`src/inc/qfd_pkg.sv`:
```
// Constants, register map and state types for the quad-channel fault diagnostics controller.
package qfd_pkg;

    localparam int NCH    = 4;
    localparam int ADC_W  = 10;
    localparam int ADDR_W = 4;
    localparam int DATA_W = 32;
    localparam int CNT_W  = 8;

    // Register byte addresses.
    localparam logic [ADDR_W-1:0] ADR_CTRL  = 4'h0;
    localparam logic [ADDR_W-1:0] ADR_THR   = 4'h4;
    localparam logic [ADDR_W-1:0] ADR_STAT  = 4'h8;
    localparam logic [ADDR_W-1:0] ADR_SENSE = 4'hc;

    // Control register fields.
    localparam int CB_ON    = 0;
    localparam int CB_GATE  = 4;
    localparam int CB_TLAT  = 5;
    localparam int CB_AUTO  = 6;
    localparam int CB_AOFF  = 7;
    localparam int CB_LOWP  = 8;
    localparam int CB_MSEL  = 9;
    localparam int CB_START = 11;

    // Threshold register fields.
    localparam int TB_FLT = 0;
    localparam int TB_OL  = 16;

    // Status register fields.
    localparam int SB_FLT   = 0;
    localparam int SB_OL    = 4;
    localparam int SB_BUSY  = 8;
    localparam int SB_FLINE = 9;
    localparam int SB_IDX   = 10;

    localparam logic [ADC_W-1:0] FLT_THR_RST = 10'h300;
    localparam logic [ADC_W-1:0] OL_THR_RST  = 10'h008;
    localparam logic [1:0]       LAST_CH     = 2'h3;

    // Sense settling time after each selector change.
    localparam int CLK_PERIOD_NS = 100;
    localparam int SETTLE_NS     = 20000;
    localparam int SETTLE_CYC    = (SETTLE_NS + CLK_PERIOD_NS - 1) / CLK_PERIOD_NS;
    localparam logic [CNT_W-1:0] SETTLE_LOAD = CNT_W'(SETTLE_CYC - 1);
    localparam int SCAN_CYC      = NCH * (SETTLE_CYC + 1) + 1;

    typedef enum logic [1:0] {
        ST_IDLE   = 2'b00,
        ST_SETTLE = 2'b01,
        ST_SAMPLE = 2'b10,
        ST_FINISH = 2'b11
    } qfd_state_t;

    typedef struct packed {
        logic [NCH-1:0]    chan_on;
        logic              gate;
        logic              tlat;
        logic              auto_scan;
        logic              auto_off;
        logic              low_pow;
        logic [1:0]        man_sel;
        logic [ADC_W-1:0]  flt_thr;
        logic [ADC_W-1:0]  ol_thr;
        logic [NCH-1:0]    flt_seen;
        logic [NCH-1:0]    ol_seen;
        logic [ADC_W-1:0]  last_code;
        qfd_state_t        st;
        logic [1:0]        idx;
        logic [CNT_W-1:0]  cnt;
        logic [DATA_W-1:0] rdata;
        logic [NCH-1:0]    pin_on;
        logic              pin_gate;
        logic [1:0]        pin_sel;
        logic              pin_tlat;
    } qfd_regs_t;

endpackage

```
`src/core/qfd_ctrl.sv`:
```
// Host-side controller that drives and scans a quad-channel protected switch's diagnostics.
//
// Design decisions made here: the placing of the registers and the strobed register port.
`timescale 1ns/10ps

module qfd_ctrl
    import qfd_pkg::*;
(
    input  wire logic              ref_clk_i,
    input  wire logic              sys_rst_i,
    input  wire logic [ADDR_W-1:0] addr_i,
    input  wire logic [DATA_W-1:0] wdata_i,
    input  wire logic              wr_stb_i,
    input  wire logic              rd_stb_i,
    output logic      [DATA_W-1:0] rdata_o,
    input  wire logic              fault_line_n_i,
    input  wire logic [ADC_W-1:0]  sense_code_i,
    output logic                   diagnostics_gate_o,
    output logic      [NCH-1:0]    channel_on_o,
    output logic                   select_high_bit_o,
    output logic                   select_low_bit_o,
    output logic                   thermal_latch_select_o
);

    qfd_regs_t         r;
    qfd_regs_t         n;
    logic              start;
    logic              busy;
    logic [DATA_W-1:0] stat_word;

    assign busy = (r.st != ST_IDLE);

    always_comb
    begin
        stat_word                      = '0;
        stat_word[SB_FLT +: NCH]       = r.flt_seen;
        stat_word[SB_OL +: NCH]        = r.ol_seen;
        stat_word[SB_BUSY]             = busy;
        stat_word[SB_FLINE]            = !fault_line_n_i;
        stat_word[SB_IDX +: 2]         = r.idx;
    end

    always_comb
    begin
        n       = r;
        n.rdata = '0;
        start   = 1'b0;
        if (wr_stb_i)
        begin
            if (addr_i == ADR_CTRL)
            begin
                n.chan_on   = wdata_i[CB_ON +: NCH];
                n.gate      = wdata_i[CB_GATE];
                n.tlat      = wdata_i[CB_TLAT];
                n.auto_scan = wdata_i[CB_AUTO];
                n.auto_off  = wdata_i[CB_AOFF];
                n.low_pow   = wdata_i[CB_LOWP];
                n.man_sel   = wdata_i[CB_MSEL +: 2];
                start       = wdata_i[CB_START];
            end
            else if (addr_i == ADR_THR)
            begin
                n.flt_thr = wdata_i[TB_FLT +: ADC_W];
                n.ol_thr  = wdata_i[TB_OL +: ADC_W];
            end
        end
        if (rd_stb_i)
        begin
            unique case (addr_i)
                ADR_CTRL:
                begin
                    n.rdata[CB_ON +: NCH]  = r.chan_on;
                    n.rdata[CB_GATE]       = r.gate;
                    n.rdata[CB_TLAT]       = r.tlat;
                    n.rdata[CB_AUTO]       = r.auto_scan;
                    n.rdata[CB_AOFF]       = r.auto_off;
                    n.rdata[CB_LOWP]       = r.low_pow;
                    n.rdata[CB_MSEL +: 2]  = r.man_sel;
                end
                ADR_THR:
                begin
                    n.rdata[TB_FLT +: ADC_W] = r.flt_thr;
                    n.rdata[TB_OL +: ADC_W]  = r.ol_thr;
                end
                ADR_STAT:  n.rdata = stat_word;
                ADR_SENSE: n.rdata[ADC_W-1:0] = r.last_code;
                default:   n.rdata = '0;
            endcase
        end

        unique case (r.st)
            ST_IDLE:
            begin
                // The pulled-up fault line reads low only while the device reports.
                if (!n.low_pow && (start || (n.auto_scan && !fault_line_n_i)))
                begin
                    n.st       = ST_SETTLE;
                    n.idx      = 2'h0;
                    n.cnt      = SETTLE_LOAD;
                    n.flt_seen = '0;
                    n.ol_seen  = '0;
                end
            end
            ST_SETTLE:
            begin
                if (r.cnt == '0)
                    n.st = ST_SAMPLE;
                else
                    n.cnt = r.cnt - 1'b1;
            end
            ST_SAMPLE:
            begin
                n.last_code = sense_code_i;
                // An off channel can only report open load if the board pull-up lifts it.
                // A faulted channel pins sense at the fault pull-up level.
                if (sense_code_i >= r.flt_thr)
                    n.flt_seen[r.idx] = 1'b1;
                // An enabled channel with almost no sense current has lost its load.
                if (r.chan_on[r.idx] && (sense_code_i < r.ol_thr))
                    n.ol_seen[r.idx] = 1'b1;
                if (r.idx == LAST_CH)
                    n.st = ST_FINISH;
                else
                begin
                    n.idx = r.idx + 1'b1;
                    n.cnt = SETTLE_LOAD;
                    n.st  = ST_SETTLE;
                end
            end
            ST_FINISH:
            begin
                // Faulted channels are switched off so they stop heating.
                if (r.auto_off)
                    n.chan_on = n.chan_on & ~r.flt_seen;
                n.st = ST_IDLE;
            end
        endcase

        // Entering low power abandons a scan so the gate can drop at once.
        if (n.low_pow && (n.st != ST_IDLE))
            n.st = ST_IDLE;

        n.pin_gate = !n.low_pow && (n.gate || (n.st != ST_IDLE));
        n.pin_on   = n.low_pow ? '0 : n.chan_on;
        n.pin_sel  = (n.st == ST_IDLE) ? n.man_sel : n.idx;
        n.pin_tlat = n.tlat;
    end

    always_ff @(posedge ref_clk_i)
    begin
        if (sys_rst_i)
        begin
            r         <= '0;
            r.flt_thr <= FLT_THR_RST;
            r.ol_thr  <= OL_THR_RST;
        end
        else
            r <= n;
    end

    assign rdata_o                = r.rdata;
    assign diagnostics_gate_o     = r.pin_gate;
    assign channel_on_o           = r.pin_on;
    assign select_high_bit_o      = r.pin_sel[1];
    assign select_low_bit_o       = r.pin_sel[0];
    assign thermal_latch_select_o = r.pin_tlat;

    // Checking logic below; only the assertions read it.
    int busy_len;

    always_ff @(posedge ref_clk_i)
    begin
        if (sys_rst_i || !busy)
            busy_len <= 0;
        else
            busy_len <= busy_len + 1;
    end
endmodule

```
`config.mk`:
```
export PLATFORM = sky130hd
export DESIGN_NAME = qfd_ctrl
export DESIGN_NICKNAME = d
export VERILOG_FILES = /design/src/inc/qfd_pkg.sv /design/src/core/qfd_ctrl.sv
export SDC_FILE = /design/constraint.sdc
export NUM_CORES = 1
export LEC_CHECK = 0
export BUFFER_PORTS_ARGS = -buffer_cell sky130_fd_sc_hd__buf_4
export CAP_MARGIN = 20
export CORE_MARGIN = 5
export CORE_UTILIZATION = 51
export CTS_BUF_LIST = sky130_fd_sc_hd__clkbuf_4 sky130_fd_sc_hd__clkbuf_8
export CTS_CLUSTER_DIAMETER = 60
export DETAILED_ROUTE_END_ITERATION = 10
export GPL_TIMING_DRIVEN = 1
export PLACE_DENSITY = 0.75
export SETUP_SLACK_MARGIN = 0.05
export SKIP_CTS_REPAIR_TIMING = 1
export SYNTH_ARGS = -nofsm -noshare
export SYNTH_HDL_FRONTEND = slang
export SYNTH_SLANG_ARGS = --single-unit
```
`constraint.sdc`:
```
create_clock -name ref_clk_i -period 1.85 [get_ports ref_clk_i]
set_input_delay 0.2775 -clock ref_clk_i [delete_from_list [all_inputs] [get_ports ref_clk_i]]
set_output_delay 0.2775 -clock ref_clk_i [all_outputs]
set_load 0.005 [all_outputs]
```
# Word level (Yosys, flattened, before mapping)
# Cells that the tools add are included.
[word_totals] out_inout_bits=40 input_bits=51 regBits=100
[op_classes] n_addsub=2 reduce_logical=28 n_eq_ne=12 bitwise=8 order_cmp=4 muxes=28
[ops] operator="20-bit 2-to-1 mux" count=2
[ops] operator="10-bit case mux with 4 select lines" count=1
[ops] operator="31-bit 2-to-1 mux" count=1
[ops] operator="8-bit case mux with 3 select lines" count=1
[ops] operator="4-bit 2-to-1 mux" count=4
[ops] operator="8-bit 2-to-1 mux" count=2
[ops] operator="8-bit case mux with 2 select lines" count=1
[ops] operator="12-bit 2-to-1 mux" count=1
[ops] operator="11-bit 2-to-1 mux" count=1
[ops] operator="10-bit greater-or-equal comparator" count=1
[ops] operator="10-bit < comparator" count=1
[ops] operator="10-bit 2-to-1 mux" count=1
[ops] operator="2-bit != test, second input constant" count=5
[ops] operator="3-bit AND reduction" count=3
[ops] operator="4-bit equality test, second input constant" count=2
[ops] operator="8-bit zero test" count=1
[ops] operator="2-bit 2-to-1 mux" count=4
[ops] operator="4-bit bitwise OR" count=2
[ops] operator="2-bit case mux with 4 select lines" count=1
[ops] operator="2-bit nonzero test" count=4
[ops] operator="8-bit by 1-bit subtractor with 8-bit output, second input constant" count=1
[ops] operator="2-bit equality test, second input constant" count=3
[ops] operator="1-bit logical AND" count=6
[ops] operator="3-bit OR reduction" count=2
[ops] operator="other kinds (21)" count=31

# Longest topological paths before layout
# Gate-level depths: netlist of run 1.
[depth] depth_word=15 depth_mapped=8 depth_no_buf=7

# Least setup slack after synthesis of run 1
# OpenSTA, ideal clock, no wires.
[synth_path] path_kind="reg-to-reg" startpoint="reg r[50] (netlist bit)" endpoint="reg r (netlist bit select_high_bit_o)" setup_slack_ns=-0.066 setup_time_ns=0.121 arrival_time_ns=1.795 path_buffers=0 stages_incl_launch_ff=8 required_time_ns=1.729 cell_sequence="dfxtp_1 inv_1 ha_1 and3_1 or3_1 o311ai_1 a31oi_2 mux2_4"
[synth_via] elab_chain_cells=7 elab_cells_between_ends=13 cone_classes="3 x eq/ne; 6 x mux; 4 x reduce/logical"
[synth_lines] element="start, declared" line="qfd_ctrl.sv:25" source="qfd_regs_t r;"
[synth_lines] element="start signal, assigned" line="qfd_ctrl.sv:158" source="r <= n;"
[synth_lines] element="2-bit equality test, or another cell as far along" line="qfd_ctrl.sv:91" source="unique case (r.st)"
[synth_lines] element="2-bit case mux with 4 select lines" line="qfd_ctrl.sv:91"
[synth_lines] element="2-bit nonzero test" line="qfd_ctrl.sv:140" source="if (n.low_pow && (n.st != ST_IDLE))"
[synth_lines] element="1-bit logical AND" line="qfd_ctrl.sv:140"
[synth_lines] element="2-bit 2-to-1 mux" line="qfd_ctrl.sv:140"
[synth_lines] element="2-bit zero test" line="qfd_ctrl.sv:145" source="n.pin_sel = (n.st == ST_IDLE) ? n.man_sel : n.idx;"
[synth_lines] element="2-bit 2-to-1 mux (*)" line="qfd_ctrl.sv:145"
# Every way passes the cells marked *; elsewhere a longest branch is shown, timed or not. The select of a mux whose other input is x is not followed.
# A chain may end at the register's enable or synchronous reset.

# Worst setup path in the final report of run 1
[layout_path] startpoint="reg r[41] (netlist bit)" endpoint="reg r (netlist bit select_low_bit_o)"
[layout_via] elab_chain_cells=8
[layout_lines] element="8-bit zero test (*)" line="qfd_ctrl.sv:106" source="if (r.cnt == '0)"
[layout_lines] element="2-bit 2-to-1 mux (*)" line="qfd_ctrl.sv:106"
[layout_lines] element="2-bit case mux with 4 select lines (*)" line="qfd_ctrl.sv:91"
[layout_lines] element="2-bit nonzero test" line="qfd_ctrl.sv:140"
[layout_lines] element="1-bit logical AND" line="qfd_ctrl.sv:140"
[layout_lines] element="2-bit 2-to-1 mux (*)" line="qfd_ctrl.sv:140"
[layout_lines] element="2-bit zero test (*)" line="qfd_ctrl.sv:145"
[layout_lines] element="2-bit 2-to-1 mux (*)" line="qfd_ctrl.sv:145"
# Every way passes the cells marked *; elsewhere a longest branch is shown, timed or not.

==> results.json, run 1 <==
{
  "synth_top_family_by_area": "compound AO/OA/AOI/OAI gates",
  "p_int_mw": 3.157,
  "cp_num_buf_inv": 1,
  "die_w_um": 102.9,
  "worst_path_max_delay_cell": "dfxtp_2",
  "reg2regPathDepth": 7,
  "drt_iter0_drc": 234,
  "worst-endpoint-required_ns": 2.09,
  "ir_drop_mv": 0.4094,
  "synth_compound_area_frac": 0.2007,
  "comb_power_share": 0.165,
  "synthSimpleGateAreaFrac": 0.1484,
  "seq_area_frac_synth": 0.4093,
  "drc": 0,
  "drt_pass1_iterations": 5,
  "path_class": "reg -> reg",
  "clk_latency_ns": 0.36,
  "fin_util": 0.6570,
  "path_delay_family": "compound AO/OA/AOI/OAI gates",
  "grt_overflow": 0,
  "worst_slack_ns": 0.05117,
  "synth_mux_area_frac": 0.05912,
  "skew_ns": 0.01300,
  "wl_um": 11310,
  "worst_hold_path.num_cells": 3,
  "cts_tree": "yes",
  "dr_total_vias": 3766,
  "layout-drive-gt1-share": 0.2991,
  "syn_inst": 487,
  "max_freq_mhz": 555.9,
  "synth_fa_ha_area_frac": 0.07391,
  "period_share": 0.9723,
  "async_flop_share": 0,
  "gp_congestion": 0.9397,
  "ys_seq_elements": 90,
  "hold_viol": 0,
  "ant_nets": 0,
  "clkTransAtPathRegs_ns": 0.09,
  "place.port_buffers": 70,
  "power_mw": 4.266,
  "seq_area_um2": 1817,
  "dp_hpwl_um": 8175,
  "switching_power_mw": 1.109,
  "num_antenna_cells": 0,
  "power.density_nw_per_um2": 782.4,
  "numCtsBuffers": 9,
  "slowest_delay_ns": 0.33,
  "critPathCaptureType": "flip-flop",
  "rsz0062_at_grt": "yes",
  "cts.sinks": 90,
  "coreArea_um2": 8299,
  "worstHoldStart": "wdata_i[19]",
  "grt_max_degree": 24,
  "h-tree-depth": 3,
  "post-place-ws_ns": -0.2094,
  "chipHeight_um": 102.9,
  "wl_per_cell_um": 16.88,
  "outcome": "completed",
  "synth_edf_count": 0,
  "synth.largest_area_cell": "dfxtp_1",
  "via_per_inst": 5.621,
  "min_path_type": "in -> reg",
  "r2r_end": "select_low_bit_o",
  "syn_area_um2": 4402,
  "synth.area.top_cells": "dfxtp_1 41%, ha_1 7.4%, buf_4 6.1%",
  "die_area_um2": 10590,
  "post-route-min-period_ns": 1.799,
  "multi_input_area_um2": 2328,
  "crit_chain": "inv_1, ha_4, nor3b_4, and2_4, o221a_4, a31oi_4, mux2_4",
  "slew_viol_final": 0,
  "yosysUniqueCellTypes": 53,
  "pin_count": 91,
  "grt_pass1_wl_um": 17890,
  "clkPwrFrac": 0.361,
  "synth_flop_cell": "dfxtp_1",
  "fin_tns_setup_ns": 0,
  "clk_path_buf_depth": 2,
  "synth_top_area_frac": 0.4093,
  "seqPwrFrac": 0.474,
  "ff2ff_setup_slack_ns": 0.05,
  "grt_usage": 0.2180,
  "initial_utilization": 0.5304,
  "num_rows": 33,
  "avgSynthCellArea_um2": 9.038,
  "synthXorXnorAreaFrac": 0,
  "grt_antenna_before_repair": 0,
  "min_to": "r[73]",
  "crit_arrival_ns": 2.04,
  "r2r_start": "r[41]",
  "cp_max_fo": 3,
  "clock-root-buffer": "clkbuf_8",
  "relSlewSlack": 0.5723,
  "leakagePower_nw": 2.272,
  "startpoint_type": "flip-flop",
  "yosysWarnings": 0,
  "grt_pass1_vias": 3513,
  "fillers": 683,
  "syn2layout_area_growth_pct": 23.88,
  "swShare": 0.2599,
  "max_slew.worst_pin.slew_ns": 0.6400,
  "maxCapViolations": 0,
  "setup_violations": 0,
  "nNetsFinal": 637
}
==> kinds of logic (layout without fill, tap and decap cells) <==
logic type | Yosys count | count (layout)
fa+ha+maj | 26 | 26
mux | 24 | 24
compound gates | 124 | 125
simple gates | 133 | 133
buf+inv | 89 | 157
flops | 90 | 90
other cells | 1 | 10
==> cells in the mapped netlist, drive strengths merged (2+ instances only) <==
library cell  count
a21oi            43
nand2            50
and2              4
ha               26
a211oi            9
a32o              7
and3             16
nor4              3
dfxtp            90
nand2b            4
inv              32
nor3              6
a21o              2
mux2              3
o21a              2
or3               2
mux2i            20
clkbuf           14
o31a              3
nor2b             9
buf              43
nor2             32
a22oi            21
a311oi            5
a211o             2
o21ai            18
nand4             4
==> layout make-up <==
| cell class | count | area share |
|---|---|---|
| clock buffers | 11 | 0.02776 |
| clock inverters | 5 | 0.01537 |
| inverters | 32 | 0.02249 |
| multi-input cells | 318 | 0.4270 |
| flip-flops and latches | 90 | 0.3332 |
| well taps | 105 | 0.02409 |
| repair buffers | 109 | 0.1501 |
==> state kept, by name (all words and copies together) (netlist names) <==
register                cells
channel_on_o                4
diagnostics_gate_o          1
r                          60
rdata_o                    22
select_high_bit_o           1
select_low_bit_o            1
thermal_latch_select_o      1
==> per-layer routing <==
metal | share of wire | global-route usage
met1 | 0.42 | 0.2756
met4 | 0.019 | 0.07470
met3 | 0.048 | 0.02909
met2 | 0.51 | 0.3814
met5 | 0 | 0
==> how the worst max path moves through the flow <==
stage	start	end	slack, ns	cells after the start
6_report	r[41]	select_low_bit_o	0.05	7
5_1_grt	r[50]	r[47]	-0.002	8
3_5_place_dp	addr_i[3]	r[43]	-0.21	7
4_1_cts	r[51]	r[43]	-0.17	6
2_1_floorplan	r[40]	select_low_bit_o	0.06	7
3_3_place_gp	addr_i[3]	r[41]	-0.12	7
==> worst min-delay path: stages <==
cell and delay, ns:
buf_4 0.07, nand2_1 0.04, o211ai_1 0.07
==> per-stage QoR <==
stage	hold slack, ns	instances	area [um^2]
global route	0.1381	670	5453
detailed placement	0.4602	649	5051
CTS	0.1267	665	5286
finish	0.1338	670	5453
floorplan	0.3953	496	4486
global placement	0.4576	649	5051
==> cell usage in the layout (no fill, tap or decap), drive strengths merged, types with 11 or more instances in the layout <==
master	instances
a21oi	43
a22oi	21
and3	16
buf	109
clkbuf	11
dfxtp	90
ha	26
inv	33
mux2i	20
nand2	50
nor2	32
o21ai	18
==> power by group through the flow <==
stage | clock network [mW] | registers, mW | logic [mW]
floorplan | 0 | 2.06 | 0.397
global placement | 0 | 2.06 | 0.615
detailed placement | 0 | 2.06 | 0.630
CTS | 1.58 | 2.02 | 0.636
global route | 1.67 | 2.03 | 0.759
finish | 1.54 | 2.02 | 0.702
(Power assumes the default switching activity.)
==> inputs of run 2 (changes only) <==
CELL_PAD_IN_SITES_DETAIL_PLACEMENT = 1   (was default)
CELL_PAD_IN_SITES_GLOBAL_PLACEMENT = 1   (was default)
CORE_UTILIZATION = 38   (was 51)
PLACE_DENSITY = 0.74   (was 0.75)
==> run 2 against run 1 <==
First-iteration DRC count decreased by 7.7%. Clock skew down 0.0015 ns. Flip-flop and latch count unchanged. Design area rose by 1.6%. Global-route usage fell by 2.6 points. Wire length grew 21%. Sequential power about the same. Critical path type unchanged.
==> results.json, run 2 (synthesis results as in run 1) <==
{
  "multi_input_area_um2": 2330,
  "layout-drive-gt1-share": 0.3111,
  "ant_nets": 0,
  "place.port_buffers": 70,
  "clkPwrFrac": 0.357,
  "nNetsFinal": 641,
  "rsz0062_at_grt": "yes",
  "max_freq_mhz": 542.9,
  "wl_per_cell_um": 19.28,
  "r2r_end": "select_low_bit_o",
  "ff2ff_setup_slack_ns": 0.008,
  "cts.sinks": 90,
  "grt_max_degree": 21,
  "leakagePower_nw": 2.301,
  "setup_violations": 0,
  "die_area_um2": 13840,
  "place_area_um2": 5149,
  "grt_pass1_wl_um": 21390,
  "ir_drop_mv": 0.4965,
  "stdcell_area_um2": 5540,
  "num_antenna_cells": 0,
  "slew_viol_final": 0,
  "dp_hpwl_um": 10190,
  "skew_ns": 0.01154,
  "layout_common_cells": "111 x buf_4, 81 x dfxtp_1, 50 x nand2_1",
  "chipHeight_um": 117.6,
  "startpoint_type": "flip-flop",
  "grt_overflow": 0,
  "final_common_cell": "buf_4",
  "numCtsBuffers": 9,
  "crit_arrival_ns": 2.11,
  "grt_usage": 0.1919,
  "power_mw": 4.325,
  "drt_iter0_drc": 216,
  "instances_no_fill": 712,
  "initial_utilization": 0.3871,
  "pin_count": 91,
  "path_class": "reg -> reg",
  "seq_area_um2": 1818,
  "die_w_um": 117.6,
  "critPathCaptureType": "flip-flop",
  "worst-endpoint-required_ns": 2.12,
  "grt_antenna_before_repair": 0,
  "grt_pass1_vias": 4013,
  "drc": 0,
  "drt_pass1_iterations": 4,
  "via_per_inst": 5.336,
  "power.density_nw_per_um2": 780.6,
  "dr_total_vias": 3799,
  "outcome": "completed",
  "num_rows": 39,
  "comb_power_share": 0.175,
  "switching_power_mw": 1.155,
  "swShare": 0.2671,
  "cp-startpoint": "r[41]",
  "largest_reg_flops": 60,
  "clock-root-buffer": "clkbuf_8",
  "critPathCapture": "select_low_bit_o",
  "gp_congestion": 0.9128,
  "cts_tree": "yes",
  "hold_viol": 0,
  "fillers": 1313,
  "clkTransAtPathRegs_ns": 0.09,
  "coreArea_um2": 11370,
  "post-route-min-period_ns": 1.842,
  "clk_path_buf_depth": 2,
  "seqPwrFrac": 0.468,
  "r2r_start": "r[41]",
  "syn2layout_area_growth_pct": 25.87,
  "min_path_type": "in -> reg",
  "wl_um": 13730,
  "p_int_mw": 3.169,
  "fin_util": 0.4873,
  "top_register": "r",
  "maxCapViolations": 0,
  "place_inst": 692,
  "clk_latency_ns": 0.38,
  "cp_max_fo": 3,
  "reg2regPathDepth": 7,
  "period_share": 0.9957,
  "h-tree-depth": 3
}
[run 2: final cells by class]
class	count	share of cell area
multi-input combinational	318	0.4205
inverter	32	0.02213
tap	143	0.03229
sequential	90	0.3281
clock inverter	4	0.01332
timing repair buffer	113	0.1561
clock buffer	12	0.02755
[run 2: worst min path at each step]
stage | slack, ns | end | start | cells after the start
6_report | 0.12 | r[88] | wdata_i[8] | 2
5_1_grt | 0.13 | r[89] | wdata_i[9] | 2
4_1_cts | 0.11 | r[89] | wdata_i[9] | 2
3_5_place_dp | 0.47 | r[65] | r[65] | 1
3_3_place_gp | 0.46 | r[79] | r[79] | 2
2_1_floorplan | 0.40 | r[88] | wdata_i[8] | 1
[run 2: critical path, stage by stage, from the launching register on]
cell and delay (ns):
dfxtp_2 0.37, inv_2 0.06, ha_4 0.15, nor3b_4 0.15
and2_4 0.18, o311ai_4 0.35, a31oi_4 0.15, mux2_4 0.32
[run 2: metal layers]
layer	GRT usage	vias to the layer above	routed length (um)
met5	0	-	0
met4	0.05735	0	257
met3	0.05190	21	684
met2	0.3373	85	7095
met1	0.2276	1868	5688
li1	-	1825	-
[run 2: power groups by stage]
stage / clock network [mW] / registers (mW) / logic, mW
5_1_grt: 1.67 / 2.03 / 0.821
4_1_cts: 1.57 / 2.02 / 0.681
2_1_floorplan: 0 / 2.06 / 0.397
3_3_place_gp: 0 / 2.06 / 0.652
6_report: 1.54 / 2.02 / 0.758
3_5_place_dp: 0 / 2.06 / 0.677
[run 2: through the flow]
| step | TNS [ns] | setup WS (ns) | hold WS (ns) |
|---|---|---|---|
| finish | 0 | 0.007996 | 0.1204 |
| global route | -0.1024 | -0.02980 | 0.1293 |
| detailed placement | -2.239 | -0.2459 | 0.4683 |
| CTS | -1.883 | -0.2065 | 0.1142 |
| global placement | -1.384 | -0.1256 | 0.4569 |
| floorplan | 0 | 0.06105 | 0.3953 |
==> inputs of run 3 (changes only) <==
SETUP_SLACK_MARGIN = default   (was 0.05)
==> run 3 against run 2 <==
Power fell by 7.2%. Clock power fell by 18%. Die area stayed put. Setup slack better by 0.018 ns. Global-route usage is 0.49 points lower. First-iteration DRC count up 7.9%. Combinational power shrank 4.0%. Flip-flop and latch count stayed put. Maximum frequency up 0.99%. Non-clock buffer count up 5. Critical endpoint is now r[69]. Largest power group unchanged. Highest routed layer unchanged.
==> results.json, run 3 (synthesis results as in run 1) <==
{
  "outcome": "completed",
  "power.density_nw_per_um2": 735.3,
  "drt_pass1_iterations": 4,
  "period_share": 0.9859,
  "fillers": 1298,
  "worst-endpoint-required_ns": 2.12,
  "cp_num_buf_inv": 1,
  "die_w_um": 117.6,
  "place_inst": 697,
  "syn2layout_area_growth_pct": 23.93,
  "worst_path_max_delay_cell": "dfxtp_1",
  "max_freq_mhz": 548.2,
  "grt_max_degree": 31,
  "drt_iter0_drc": 233,
  "grt_usage": 0.1870,
  "leakagePower_nw": 2.273,
  "num_rows": 39,
  "cts.sinks": 90,
  "crit_arrival_ns": 2.10,
  "numCtsBuffers": 9,
  "layout_common_cells": "118 x buf_4, 81 x dfxtp_1, 50 x nand2_1",
  "stdcell_area_um2": 5455,
  "cts_tree": "yes",
  "layout-drive-gt1-share": 0.3100,
  "final_common_cell": "buf_4",
  "nNetsFinal": 645,
  "h-tree-depth": 3,
  "crit_chain": "inv_1, ha_1, o21ai_0, o21ai_1, a221o_1, a32o_1",
  "startpoint_type": "flip-flop",
  "clkTransAtPathRegs_ns": 0.08,
  "path_class": "reg -> reg",
  "wl_um": 13200,
  "post-route-min-period_ns": 1.824,
  "grt_pass1_vias": 4119,
  "slew_viol_final": 0,
  "coreArea_um2": 11370,
  "setup_violations": 0,
  "cp_max_fo": 4,
  "grt_overflow": 0,
  "pin_count": 91,
  "chipHeight_um": 117.6,
  "slowest_delay_ns": 0.40,
  "skew_ns": 0.01101,
  "min_path_type": "in -> reg",
  "hold_viol": 0,
  "via_per_inst": 5.357,
  "dp_hpwl_um": 9939,
  "wl_per_cell_um": 18.49,
  "largest_reg_flops": 60,
  "grt_pass1_wl_um": 21070,
  "gp_congestion": 0.8881,
  "instances_no_fill": 714,
  "path_delay_family": "compound AO/OA/AOI/OAI gates",
  "die_area_um2": 13840,
  "initial_utilization": 0.3871,
  "critPathCaptureType": "flip-flop",
  "ant_nets": 0,
  "num_antenna_cells": 0,
  "clk_latency_ns": 0.37,
  "place_area_um2": 5136,
  "maxCapViolations": 0,
  "clock-root-buffer": "clkbuf_8",
  "ir_drop_mv": 0.4942,
  "top_register": "r",
  "dr_total_vias": 3825,
  "place.port_buffers": 70,
  "clk_path_buf_depth": 2,
  "drc": 0,
  "grt_antenna_before_repair": 0
}
-- run 3: changes by cell type in the layout (fill, tap and decap cells not counted), sizes merged --
cell and change:
buf +5, bufinv -2, clkinvlp +1, inv -1, o31ai -1
-- run 3: where the power goes --
group | internal (mW) | switching (mW)
combinational | 0.334 | 0.393
clock | 0.582 | 0.682
sequential | 1.99 | 0.0340
total | 2.90 | 1.11
-- run 3: metal layers --
metal | share of wire | vias up | GRT usage
met5 | 0 | - | 0
met4 | 0.015 | 0 | 0.05448
met3 | 0.058 | 18 | 0.05815
met2 | 0.51 | 101 | 0.3342
met1 | 0.41 | 1872 | 0.2132
li1 | - | 1834 | -
-- run 3: layout make-up --
class | count | area (um^2) | share of cell area
inverter | 32 | 120.1 | 0.02202
sequential | 90 | 1818 | 0.3333
tap | 143 | 178.9 | 0.03280
clock inverter | 2 | 12.51 | 0.002294
multi-input combinational | 317 | 2275 | 0.4170
clock buffer | 12 | 165.2 | 0.03028
timing repair buffer | 118 | 885.9 | 0.1624
-- run 3: per-stage QoR --
step	utilization	TNS [ns]	setup WS [ns]	hold WS [ns]	total power, mW
5_1_grt	0.4798	-0.03137	-0.02032	0.1036	4.200
4_1_cts	0.4674	-0.3506	-0.07331	0.09612	3.986
3_5_place_dp	0.4517	-1.967	-0.1354	0.4630	2.714
2_1_floorplan	-	-0.01555	-0.01555	0.3953	2.425
3_3_place_gp	0.4517	-1.292	-0.08732	0.4561	2.688
6_report	0.4798	0	0.02601	0.1230	4.011
-- run 3: path summary, 6_finish.rpt --
check | slack [ns] | to | from | cells after the start
worst max-delay path | 0.03 | r[69] | r[82] | 6
worst min-delay path | 0.12 | r[88] | wdata_i[8] | 2
worst max register to register | 0.03 | r[69] | r[82] | 6
worst min register to register | 0.47 | r[72] | r[72] | 2
